--- config.mk ---
export PLATFORM = sky130hd
export DESIGN_NAME = half_duplex_async_serial_port
export DESIGN_NICKNAME = d
export VERILOG_FILES = /design/src/logic/baud_tick.v /design/src/logic/half_duplex_async_serial_port.v /design/src/logic/rx_sync.v
export VERILOG_INCLUDE_DIRS = /design/src /design/src/logic
export SDC_FILE = /design/constraint.sdc
export NUM_CORES = 1
export LEC_CHECK = 0
export CAP_MARGIN = 30
export CORE_AREA = 2 2 121 123
export DETAILED_ROUTE_END_ITERATION = 8
export DIE_AREA = 0 0 123 125
export DONT_BUFFER_PORTS = 1
export GPL_ROUTABILITY_DRIVEN = 0
export PLACE_DENSITY = 0.51
export RECOVER_POWER = 50
export SLEW_MARGIN = 20
export SYNTH_ARGS = -nofsm -noshare
export SYNTH_HDL_FRONTEND = slang
export SYNTH_HIERARCHICAL = 1
export SYNTH_SLANG_ARGS = --single-unit
--- constraint.sdc ---
create_clock -name clk -period 7.3 [get_ports clk]
set_input_delay 0.365 -clock clk [delete_from_list [all_inputs] [get_ports clk]]
set_output_delay 0.365 -clock clk [all_outputs]
set_load 0.1 [all_outputs]
--- src/logic/serial_port_regs.vh ---
`ifndef SERIAL_PORT_REGS_VH
`define SERIAL_PORT_REGS_VH

// register indices; the byte address is four times the index
`define ADDR_W 10
`define DATA_IDX 8'hd6
`define CTRL_IDX 8'hd7

// control register fields
`define CR_RX_READY 7
`define CR_TX_EMPTY 6
`define CR_RX_IRQ_EN 5
`define CR_TX_IRQ_EN 4
`define CR_BAUD_HI 3
`define CR_BAUD_LO 1
`define CR_NINTH 0

// reset values
`define RST_BYTE 8'h00
`define RST_BAUD 3'h0
`define RST_PAD 24'h000000
`define RST_WORD 32'h00000000

// internal clock division per bit, by baud select code
`define BIT_DIV_0 13'h1a00
`define BIT_DIV_1 13'h0d00
`define BIT_DIV_2 13'h0680
`define BIT_DIV_3 13'h0340
`define BIT_DIV_4 13'h01a0
`define BIT_DIV_5 13'h0100
`define BIT_DIV_6 13'h00d0
`define BIT_DIV_NONE 13'h0000

// eight sample states per bit: tick period is the bit division shifted right by 3
`define STATE_SHIFT 3
`define PHASE_ZERO 3'h0
`define PHASE_ONE 3'h1
`define PHASE_LAST 3'h7
`define SAMPLE_A 3'h3
`define SAMPLE_B 3'h4
`define SAMPLE_C 3'h5

// character framing: start, nine data, stop
`define FRAME_BITS 4'hb
`define DATA_BITS 4'h9
`define BITS_ZERO 4'h0
`define BITS_ONE 4'h1

`endif
--- src/logic/baud_tick.v ---
`timescale 1ns/1ns
`include "serial_port_regs.vh"

module baud_tick #(
  parameter CNT_W = 10
) (
  // clock and reset
  input wire clk,
  input wire rst,
  // control
  input wire [2:0] baud_select,
  input wire restart,
  // eight ticks per bit
  output reg tick_ff
);

  reg [CNT_W-1:0] cnt_ff;
  reg [12:0] bit_div;
  wire [CNT_W-1:0] reload;
  wire [CNT_W-1:0] last;
  wire valid;

  // per-bit division by baud code
  always @* begin
    case (baud_select)
      3'h0: bit_div = `BIT_DIV_0;
      3'h1: bit_div = `BIT_DIV_1;
      3'h2: bit_div = `BIT_DIV_2;
      3'h3: bit_div = `BIT_DIV_3;
      3'h4: bit_div = `BIT_DIV_4;
      3'h5: bit_div = `BIT_DIV_5;
      3'h6: bit_div = `BIT_DIV_6;
      default: bit_div = `BIT_DIV_NONE;
    endcase
  end

  assign reload = bit_div[`STATE_SHIFT +: CNT_W];
  assign last = reload - {{(CNT_W-1){1'b0}}, 1'b1};
  // the reserved code yields no tick at all, so the link simply stalls
  assign valid = |reload;

  // restartable tick counter
  always @(posedge clk or posedge rst) begin
    if (rst) begin
      cnt_ff <= {CNT_W{1'b0}};
      tick_ff <= 1'b0;
    end else if (restart || !valid) begin
      cnt_ff <= {CNT_W{1'b0}};
      tick_ff <= 1'b0;
    end else if (cnt_ff >= last) begin
      // >= so a baud change to a faster rate cannot overrun the count
      cnt_ff <= {CNT_W{1'b0}};
      tick_ff <= 1'b1;
    end else begin
      cnt_ff <= cnt_ff + {{(CNT_W-1){1'b0}}, 1'b1};
      tick_ff <= 1'b0;
    end
  end

endmodule

--- src/logic/half_duplex_async_serial_port.v ---
// Behaviour
// divider makes a tick at eight times the bit rate
// three samples per bit, two-of-three majority decides the value
// frame is start bit, nine data bits, stop bit, framing by hardware
// software computes any parity itself; hardware neither makes nor checks it
// stored ninth bit persists until rewritten or overwritten by reception
// data register write loads the shifter and starts sending at once
// output select asserted, low start bit, eight bits lsb first, ninth bit
// stop bit high for one bit time, then output select drops
// end of transmission sets tx empty and requests interrupt if enabled
// tx empty cleared by writing zero or by writing the data register
// writing one to tx empty sets it, giving a software interrupt
// receiver watches for a falling edge whenever no transmission runs
// after the edge, skip one bit time of eight states, then shift data
// received ninth bit overwrites the ninth bit control field
// after nine bits wait one stop bit, then move character to buffer
// rx ready set on transfer to buffer, interrupt if enabled
// starting a transmission abandons any reception in progress
// data register read gives receive buffer, write goes to transmit shifter
// software avoids read-modify-write on the data register
// baud codes divide by 6656 down to 208 per bit; code 111 reserved
// each interrupt gated by its own enable, flags name the source
// software holds the port bit high for idle level when not sending
// control register layout fixed; baud select changes act at once
// rx ready cleared by writing zero; writing one sets it
// reset returns both directions to idle with output select low
// tick counts one eighth of the divisor and restarts per character
`timescale 1ns/1ns
`include "serial_port_regs.vh"

module half_duplex_async_serial_port #(
  parameter TICK_CNT_W = 10
) (
  // clock and reset
  input wire clk,
  input wire rst,
  // avalon-mm slave
  input wire [`ADDR_W-1:0] address,
  input wire read,
  input wire write,
  input wire [31:0] writedata,
  input wire [3:0] byteenable,
  output reg [31:0] readdata_ff,
  output reg waitrequest_ff,
  // serial line
  input wire serial_in_pin,
  output reg serial_out_pin_ff,
  output reg tx_output_select_ff,
  // interrupt requests
  output reg tx_irq_ff,
  output reg rx_irq_ff
);

  localparam RX_IDLE = 2'h0;
  localparam RX_START = 2'h1;
  localparam RX_DATA = 2'h2;
  localparam RX_STOP = 2'h3;

  // control register fields
  reg rx_ready_flag_ff;
  reg tx_empty_flag_ff;
  reg rx_irq_enable_ff;
  reg tx_irq_enable_ff;
  reg [2:0] baud_select_ff;
  reg ninth_bit_ff;
  reg nxt_rx_ready_flag;
  reg nxt_tx_empty_flag;
  reg nxt_ninth_bit;

  // receive side
  reg [7:0] rx_buffer_ff;
  reg [8:0] rx_shift_ff;
  reg [1:0] rx_state_ff;
  reg [1:0] nxt_rx_state;
  reg [3:0] rx_bits_ff;
  reg [2:0] votes_ff;
  reg rx_prev_ff;

  // transmit side
  reg [10:0] tx_frame_ff;
  reg [3:0] tx_bits_ff;
  reg tx_active_ff;

  // shared bit timing
  reg [2:0] phase_ff;
  reg [7:0] rd_byte;

  wire tick;
  wire rx_level;
  wire access;
  wire sel_data;
  wire sel_ctrl;
  wire wr_data;
  wire wr_ctrl;
  wire bit_end;
  wire rx_fall;
  wire rx_begin;
  wire rx_bit;
  wire rx_done;
  wire tx_done;
  wire tick_restart;

  assign access = (read || write) && !waitrequest_ff;
  assign sel_data = (address == {`DATA_IDX, 2'b00});
  assign sel_ctrl = (address == {`CTRL_IDX, 2'b00});
  assign wr_data = access && write && sel_data && byteenable[0];
  assign wr_ctrl = access && write && sel_ctrl && byteenable[0];

  // eight ticks per bit from the selected divisor
  assign bit_end = tick && (phase_ff == `PHASE_LAST);
  // majority of the three votes
  assign rx_bit = (votes_ff[0] & votes_ff[1]) | (votes_ff[1] & votes_ff[2]) |
                  (votes_ff[0] & votes_ff[2]);
  assign rx_fall = rx_prev_ff && !rx_level;
  // look for a start edge only while not sending
  assign rx_begin = (rx_state_ff == RX_IDLE) && !tx_active_ff && rx_fall && !wr_data;
  // character complete after the stop bit time
  assign rx_done = (rx_state_ff == RX_STOP) && bit_end && !wr_data;
  assign tx_done = tx_active_ff && bit_end && (tx_bits_ff == `FRAME_BITS - `BITS_ONE) &&
                   !wr_data;
  // each new character restarts the tick and the phase
  assign tick_restart = wr_data || rx_begin;

  baud_tick #(
    .CNT_W(TICK_CNT_W)
  ) u_tick (
    .clk(clk),
    .rst(rst),
    .baud_select(baud_select_ff),
    .restart(tick_restart),
    .tick_ff(tick)
  );

  rx_sync u_sync (
    .clk(clk),
    .rst(rst),
    .pin(serial_in_pin),
    .level_ff(rx_level)
  );

  // read side of the data address is the receive buffer
  always @* begin
    rd_byte = `RST_BYTE;
    if (sel_data) begin
      rd_byte = rx_buffer_ff;
    end else if (sel_ctrl) begin
      // control register layout
      rd_byte[`CR_RX_READY] = rx_ready_flag_ff;
      rd_byte[`CR_TX_EMPTY] = tx_empty_flag_ff;
      rd_byte[`CR_RX_IRQ_EN] = rx_irq_enable_ff;
      rd_byte[`CR_TX_IRQ_EN] = tx_irq_enable_ff;
      rd_byte[`CR_BAUD_HI:`CR_BAUD_LO] = baud_select_ff;
      rd_byte[`CR_NINTH] = ninth_bit_ff;
    end
  end

  // one wait cycle per access; read data captured while waitrequest is high
  always @(posedge clk or posedge rst) begin
    if (rst) begin
      waitrequest_ff <= 1'b1;
      readdata_ff <= `RST_WORD;
    end else if ((read || write) && waitrequest_ff) begin
      waitrequest_ff <= 1'b0;
      if (read) begin
        readdata_ff <= {`RST_PAD, rd_byte};
      end
    end else begin
      waitrequest_ff <= 1'b1;
    end
  end

  // control fields written by software; baud takes effect immediately
  always @(posedge clk or posedge rst) begin
    if (rst) begin
      rx_irq_enable_ff <= 1'b0;
      tx_irq_enable_ff <= 1'b0;
      baud_select_ff <= `RST_BAUD;
    end else if (wr_ctrl) begin
      // enables and baud select from the control write
      rx_irq_enable_ff <= writedata[`CR_RX_IRQ_EN];
      tx_irq_enable_ff <= writedata[`CR_TX_IRQ_EN];
      baud_select_ff <= writedata[`CR_BAUD_HI:`CR_BAUD_LO];
    end
  end

  // flags: hardware events are applied last so they win over a clear
  always @* begin
    nxt_tx_empty_flag = tx_empty_flag_ff;
    nxt_rx_ready_flag = rx_ready_flag_ff;
    nxt_ninth_bit = ninth_bit_ff;
    if (wr_ctrl) begin
      // software may set or clear tx empty
      nxt_tx_empty_flag = writedata[`CR_TX_EMPTY];
      // software may set or clear rx ready
      nxt_rx_ready_flag = writedata[`CR_RX_READY];
      // ninth bit only changes on a write or a reception
      nxt_ninth_bit = writedata[`CR_NINTH];
    end
    // a data write clears tx empty
    if (wr_data) begin
      nxt_tx_empty_flag = 1'b0;
    end
    // end of transmission sets tx empty
    if (tx_done) begin
      nxt_tx_empty_flag = 1'b1;
    end
    if (rx_done) begin
      // transfer to buffer sets rx ready
      nxt_rx_ready_flag = 1'b1;
      // received ninth bit replaces the stored one
      nxt_ninth_bit = rx_shift_ff[8];
    end
  end

  always @(posedge clk or posedge rst) begin
    if (rst) begin
      tx_empty_flag_ff <= 1'b0;
      rx_ready_flag_ff <= 1'b0;
      ninth_bit_ff <= 1'b0;
    end else begin
      tx_empty_flag_ff <= nxt_tx_empty_flag;
      rx_ready_flag_ff <= nxt_rx_ready_flag;
      ninth_bit_ff <= nxt_ninth_bit;
    end
  end

  // each request gated by its own enable
  always @(posedge clk or posedge rst) begin
    if (rst) begin
      tx_irq_ff <= 1'b0;
      rx_irq_ff <= 1'b0;
    end else begin
      tx_irq_ff <= tx_empty_flag_ff && tx_irq_enable_ff;
      rx_irq_ff <= rx_ready_flag_ff && rx_irq_enable_ff;
    end
  end

  // phase within the bit, eight states
  always @(posedge clk or posedge rst) begin
    if (rst) begin
      phase_ff <= `PHASE_ZERO;
    end else if (tick_restart) begin
      phase_ff <= `PHASE_ZERO;
    end else if (tick) begin
      phase_ff <= phase_ff + `PHASE_ONE;
    end
  end

  // transmitter
  always @(posedge clk or posedge rst) begin
    if (rst) begin
      // idle, pin handed back to the port logic
      tx_active_ff <= 1'b0;
      tx_output_select_ff <= 1'b0;
      serial_out_pin_ff <= 1'b1;
      tx_frame_ff <= {11{1'b1}};
      tx_bits_ff <= `BITS_ZERO;
    end else if (wr_data) begin
      // load shifter and start at once; a write mid-frame restarts it
      // stop, ninth bit, data, start framed by hardware
      tx_frame_ff <= {1'b1, ninth_bit_ff, writedata[7:0], 1'b0};
      tx_bits_ff <= `BITS_ZERO;
      tx_active_ff <= 1'b1;
      // select the transmitter and drive the start bit
      tx_output_select_ff <= 1'b1;
      serial_out_pin_ff <= 1'b0;
    end else if (tx_done) begin
      // stop bit done, release the pin
      tx_active_ff <= 1'b0;
      tx_output_select_ff <= 1'b0;
      serial_out_pin_ff <= 1'b1;
    end else if (tx_active_ff && bit_end) begin
      // lsb first, ninth bit, then the high stop bit
      tx_frame_ff <= {1'b1, tx_frame_ff[10:1]};
      serial_out_pin_ff <= tx_frame_ff[1];
      tx_bits_ff <= tx_bits_ff + `BITS_ONE;
    end
  end

  // receiver state machine
  always @* begin
    nxt_rx_state = rx_state_ff;
    case (rx_state_ff)
      RX_IDLE: begin
        if (rx_begin) begin
          nxt_rx_state = RX_START;
        end
      end
      RX_START: begin
        // skip eight states of start bit
        if (bit_end) begin
          nxt_rx_state = RX_DATA;
        end
      end
      RX_DATA: begin
        if (bit_end && (rx_bits_ff == `DATA_BITS - `BITS_ONE)) begin
          nxt_rx_state = RX_STOP;
        end
      end
      RX_STOP: begin
        if (bit_end) begin
          nxt_rx_state = RX_IDLE;
        end
      end
      default: begin
        nxt_rx_state = RX_IDLE;
      end
    endcase
    // a transmission start abandons reception
    if (wr_data) begin
      nxt_rx_state = RX_IDLE;
    end
  end

  always @(posedge clk or posedge rst) begin
    if (rst) begin
      rx_state_ff <= RX_IDLE;
      rx_prev_ff <= 1'b1;
    end else begin
      rx_state_ff <= nxt_rx_state;
      rx_prev_ff <= rx_level;
    end
  end

  // three timed samples near the middle of the bit
  always @(posedge clk or posedge rst) begin
    if (rst) begin
      votes_ff <= 3'h7;
    end else if (tick) begin
      if (phase_ff == `SAMPLE_A) begin
        votes_ff[0] <= rx_level;
      end
      if (phase_ff == `SAMPLE_B) begin
        votes_ff[1] <= rx_level;
      end
      if (phase_ff == `SAMPLE_C) begin
        votes_ff[2] <= rx_level;
      end
    end
  end

  // data shifter and bit count, lsb arrives first
  always @(posedge clk or posedge rst) begin
    if (rst) begin
      rx_shift_ff <= 9'h000;
      rx_bits_ff <= `BITS_ZERO;
    end else if (rx_begin) begin
      rx_bits_ff <= `BITS_ZERO;
    end else if ((rx_state_ff == RX_DATA) && bit_end) begin
      rx_shift_ff <= {rx_bit, rx_shift_ff[8:1]};
      rx_bits_ff <= rx_bits_ff + `BITS_ONE;
    end
  end

  // receive buffer frees the shifter for the next character
  always @(posedge clk or posedge rst) begin
    if (rst) begin
      rx_buffer_ff <= `RST_BYTE;
    end else if (rx_done) begin
      // move the character to the buffer
      rx_buffer_ff <= rx_shift_ff[7:0];
    end
  end

endmodule

--- src/logic/rx_sync.v ---
`timescale 1ns/1ns

module rx_sync (
  // clock and reset
  input wire clk,
  input wire rst,
  // pin side
  input wire pin,
  // filtered level
  output reg level_ff
);

  reg s1_ff;
  reg s2_ff;
  reg s3_ff;

  // idle line is high, so everything resets high to avoid a false start edge
  always @(posedge clk or posedge rst) begin
    if (rst) begin
      s1_ff <= 1'b1;
      s2_ff <= 1'b1;
      s3_ff <= 1'b1;
      level_ff <= 1'b1;
    end else begin
      s1_ff <= pin;
      s2_ff <= s1_ff;
      s3_ff <= s2_ff;
      if (s2_ff == s3_ff) begin
        level_ff <= s3_ff;
      end
    end
  end

endmodule

==> results.md <==
- Dpl cells: 547
- Crit Path Class: input port to async pin
- Vias in the first global route: 2542
- Starting Density: 28.93%
- H-tree depth: 3
- Die height: 125 microns
- Antenna violations before repair: 0
- Remaining antenna violation count: 0
- Critical Path Source Type: input port
- Synthesized flop and latch total: 79
- Multiplexer share of the synthesized area: 10.84%
- Arrival @ worst endpoint: 2.83 ns
- Sequential group share of total power: 45.2%
- # DRC: 0
- Antenna cells: 0
- Total GRT Usage: 10.43%
- Setup Buffers After CTS: 0
- WP data required: 6.96 ns
- Crit path max-delay family: buffers and inverters
- CP Cell Sequence: inv_1, clkbuf_1
- Largest family of logic cells by synthesized area: simple AND/OR/NAND/NOR gates
- Core area: 0.01420 sq mm
- Syn. warnings: 6
- Routed length per instance: 13.30 microns
- Fin. max-slew vios: 65
- Fmax: 315.9 MHz
- Status: finished, violations left
- Cell row count: 44
- Worst-skew pair later-pin latency: 0.33 ns
- Hold Path Class: input port to flop
- Share of the synthesized area in the top cell type: 36.54%
- Worst IR Drop VDD: 0.08813 mV
- Die span in x: 123 microns
- Avg Inst Size Synth: 11.08 sq um
- Cells after Synth: 371
- First-pass detailed-route iteration total: 6
- Buf/Inv on CP: 2
- Fin cells: 564
- CP max FO: 64
- CTS tree: built
- Top FF cell, synth: dfrtp_1
- Grt ovf: 0
- Full die area: 0.01538 sq mm
- Failing checks: max-capacitance violations, max-slew violations
- Compound-gate portion of the synthesized area: 7.065%
- Final Cell Area: 0.004526 sq mm
- Num CTS Buffers: 9
- Simple-gate share of the synthesized area: 13.79%
- Fillcell total: 1415
- Synth Area in XOR/XNOR: 3.837%
- Synthesis-to-layout area growth: 10.14%
- Hold buffers post-CTS: 1
- Adder-cell area share of the yosys netlist: 8.130%
- Initial drt markers: 168
- Mapped Area: 0.004109 sq mm
- Dominant cells by area after synthesis: dfrtp_1, dfstp_2, mux2_2
- Largest area contributor in the netlist: dfrtp_1
- First-pass GRT wire length: 12750 microns
- Clock Path Buffers: 2
- Setup TNS: 0 ns
- Switching share of total power: 29.84%
- Critical Path End Type: async pin
- Reg clk slew, reported paths: 0.06 ns
- Pwr Total: 1.108 mW
- Crit share post-route: 43.36%
- Detailed-route via count: 2564
- Lkg Pwr: 2.071 nW
- Psw: 0.3305 mW
- Num ports: 88
- Layout cells sized above 1: 19.74%
- Vias/cell: 4.546
- Netlist cell types: 50
- Max cap viols: 1
- Critical Path Max Stage Delay: 2.38 ns
- Post-layout min period: 3.165 ns
- Final hold viol count: 0
- Detailed Place HPWL: 5468 microns
- Clk sinks: 79
- CP max stage cell: clkbuf_1
- Worst-Margin Slew: 3.413 ns
- Post-cts gate resize count: 0
- FFs w/ async S/R, synth: 100.0%
- Post-synth EDFFs: 0
- Largest net degree at the start of global routing: 65
- PwrDens: 244.8 mW/mm^2
- Post-DP Area: 0.004218 sq mm
- Final setup violation count: 0
- Total wire length: 7502 microns
- Relative max-transition margin: -127.5%
- Clock power share: 40.7%
- Port Buffer Count: 0
- Internal power: 0.7772 mW
- RSZ-0062 raised after global routing: no
- Combinational share of power: 14.1%
- Root Buffer: clkbuf_16
- Clock skew: 0.008845 ns
- Sequential area share after synthesis: 48.69%
- Final net count: 451
## flip-flops by register name, indices dropped and copies added (netlist names), 2 cells and up
| register | cells |
|---|---|
| votes_ff | 3 |
| rx_shift_ff | 9 |
| readdata_ff | 8 |
| phase_ff | 3 |
| baud_select_ff | 3 |
| u_tick/cnt_ff | 10 |
| tx_bits_ff | 4 |
| rx_bits_ff | 4 |
| rx_buffer_ff | 8 |
| rx_state_ff | 2 |
| tx_frame_ff | 9 |
## synth_stat cells, drive strengths merged (2+ instances only)
cell    number
or3          2
clkbuf       2
mux2i       13
a211oi       2
nand4        5
dfstp       19
o211ai       2
o21ai       23
xor2         8
nand3b       4
and3         4
dfrtp       60
ha          25
nand2       29
a21oi        5
and2         2
maj3         2
xnor2       10
nand4b       2
nor4         3
buf         33
nor3         6
a22oi        8
nand3       11
or2          2
nor2        31
inv         19
mux2        28
## kinds of logic after synthesis
logic type,after synthesis
and+or+nand+nor,107
DFF,79
buffers and inverters,54
AOI/OAI and AO/OA,44
muxes,41
adders and majority gates,27
xor gates and xnor gates,18
other,1
## final cells by class
type	instances	area (sq um)	share of cell area, %
Sequential cell	79	2001	44.21
Multi-Input combinational cell	261	1889	41.75
Tap cell	184	230.2	5.087
Clock buffer	9	225.2	4.977
Clock inverter	7	77.57	1.714
Inverter	19	71.32	1.576
Timing Repair Buffer	5	31.28	0.6912
## placed cells by master (no fill, tap or decap), types with 2 or more instances in the layout
cell type / count
conb_1: 24
nand3_1: 11
mux2_2: 28
nand4b_1: 2
dfstp_1: 2
xnor2_1: 10
maj3_1: 2
or2_2: 2
a211oi_1: 2
nor2_1: 31
inv_6: 3
xor2_1: 8
ha_1: 25
dfstp_2: 17
dfrtp_1: 60
inv_1: 19
a22oi_1: 8
buf_2: 2
a21oi_1: 4
mux2i_1: 13
nand2_1: 29
or3_1: 2
and3_1: 3
nor4_2: 2
o21ai_0: 22
clkbuf_16: 9
nand3b_1: 4
nand4_1: 5
nor3_1: 5
## through the flow
stage	utilization, %	hold WS [ns]	setup WS [ns]
final	31.86	0.03315	4.135
after global routing	31.86	0.01329	3.324
after CTS	31.90	0.01995	4.520
after detailed placement	29.70	0.2865	4.549
after global placement	29.62	0.2796	4.574
after floorplan	-	0.2174	4.922
## layer usage
| metal | share of wire [%] | vias up | GRT usage [%] | wire (microns) |
|---|---|---|---|---|
| met5 | 0 | - | 0 | 0 |
| met4 | 1.1 | 0 | 2.674 | 82 |
| met3 | 5.6 | 9 | 3.330 | 421 |
| met2 | 46 | 54 | 15.76 | 3439 |
| met1 | 47 | 1262 | 14.44 | 3558 |
| li1 | - | 1239 | - | - |
## power by group through the flow
| stage | logic, mW | clock network, mW | registers (mW) |
|---|---|---|---|
| 2_1_floorplan | 0.148 | 0 | 0.501 |
| 3_3_place_gp | 0.151 | 0 | 0.508 |
| 3_5_place_dp | 0.157 | 0 | 0.510 |
| 4_1_cts | 0.159 | 0.468 | 0.502 |
| 5_1_grt | 0.176 | 0.487 | 0.505 |
| 6_report | 0.156 | 0.451 | 0.501 |
## path summary, 6_finish.rpt
kind                                          endpoint                      from  slack [ns]  cells past startpoint
max                        rx_buffer_ff[7]$_DFFE_PP0P_                       rst        4.13                      2
min                             u_sync/s1_ff$_DFF_PP1_             serial_in_pin        0.03                      0
max in group clk           rx_buffer_ff[7]$_DFFE_PP0P_  waitrequest_ff$_DFF_PP1_        4.56                      5
max reg2reg                rx_buffer_ff[7]$_DFFE_PP0P_  waitrequest_ff$_DFF_PP1_        4.56                      5
min reg2reg                     u_sync/s2_ff$_DFF_PP1_    u_sync/s1_ff$_DFF_PP1_        0.36                      0
min in group asynchronous   u_tick/cnt_ff[7]$_DFF_PP0_                       rst        0.51                      2
Note: power is estimated with default switching activity, not from simulation.
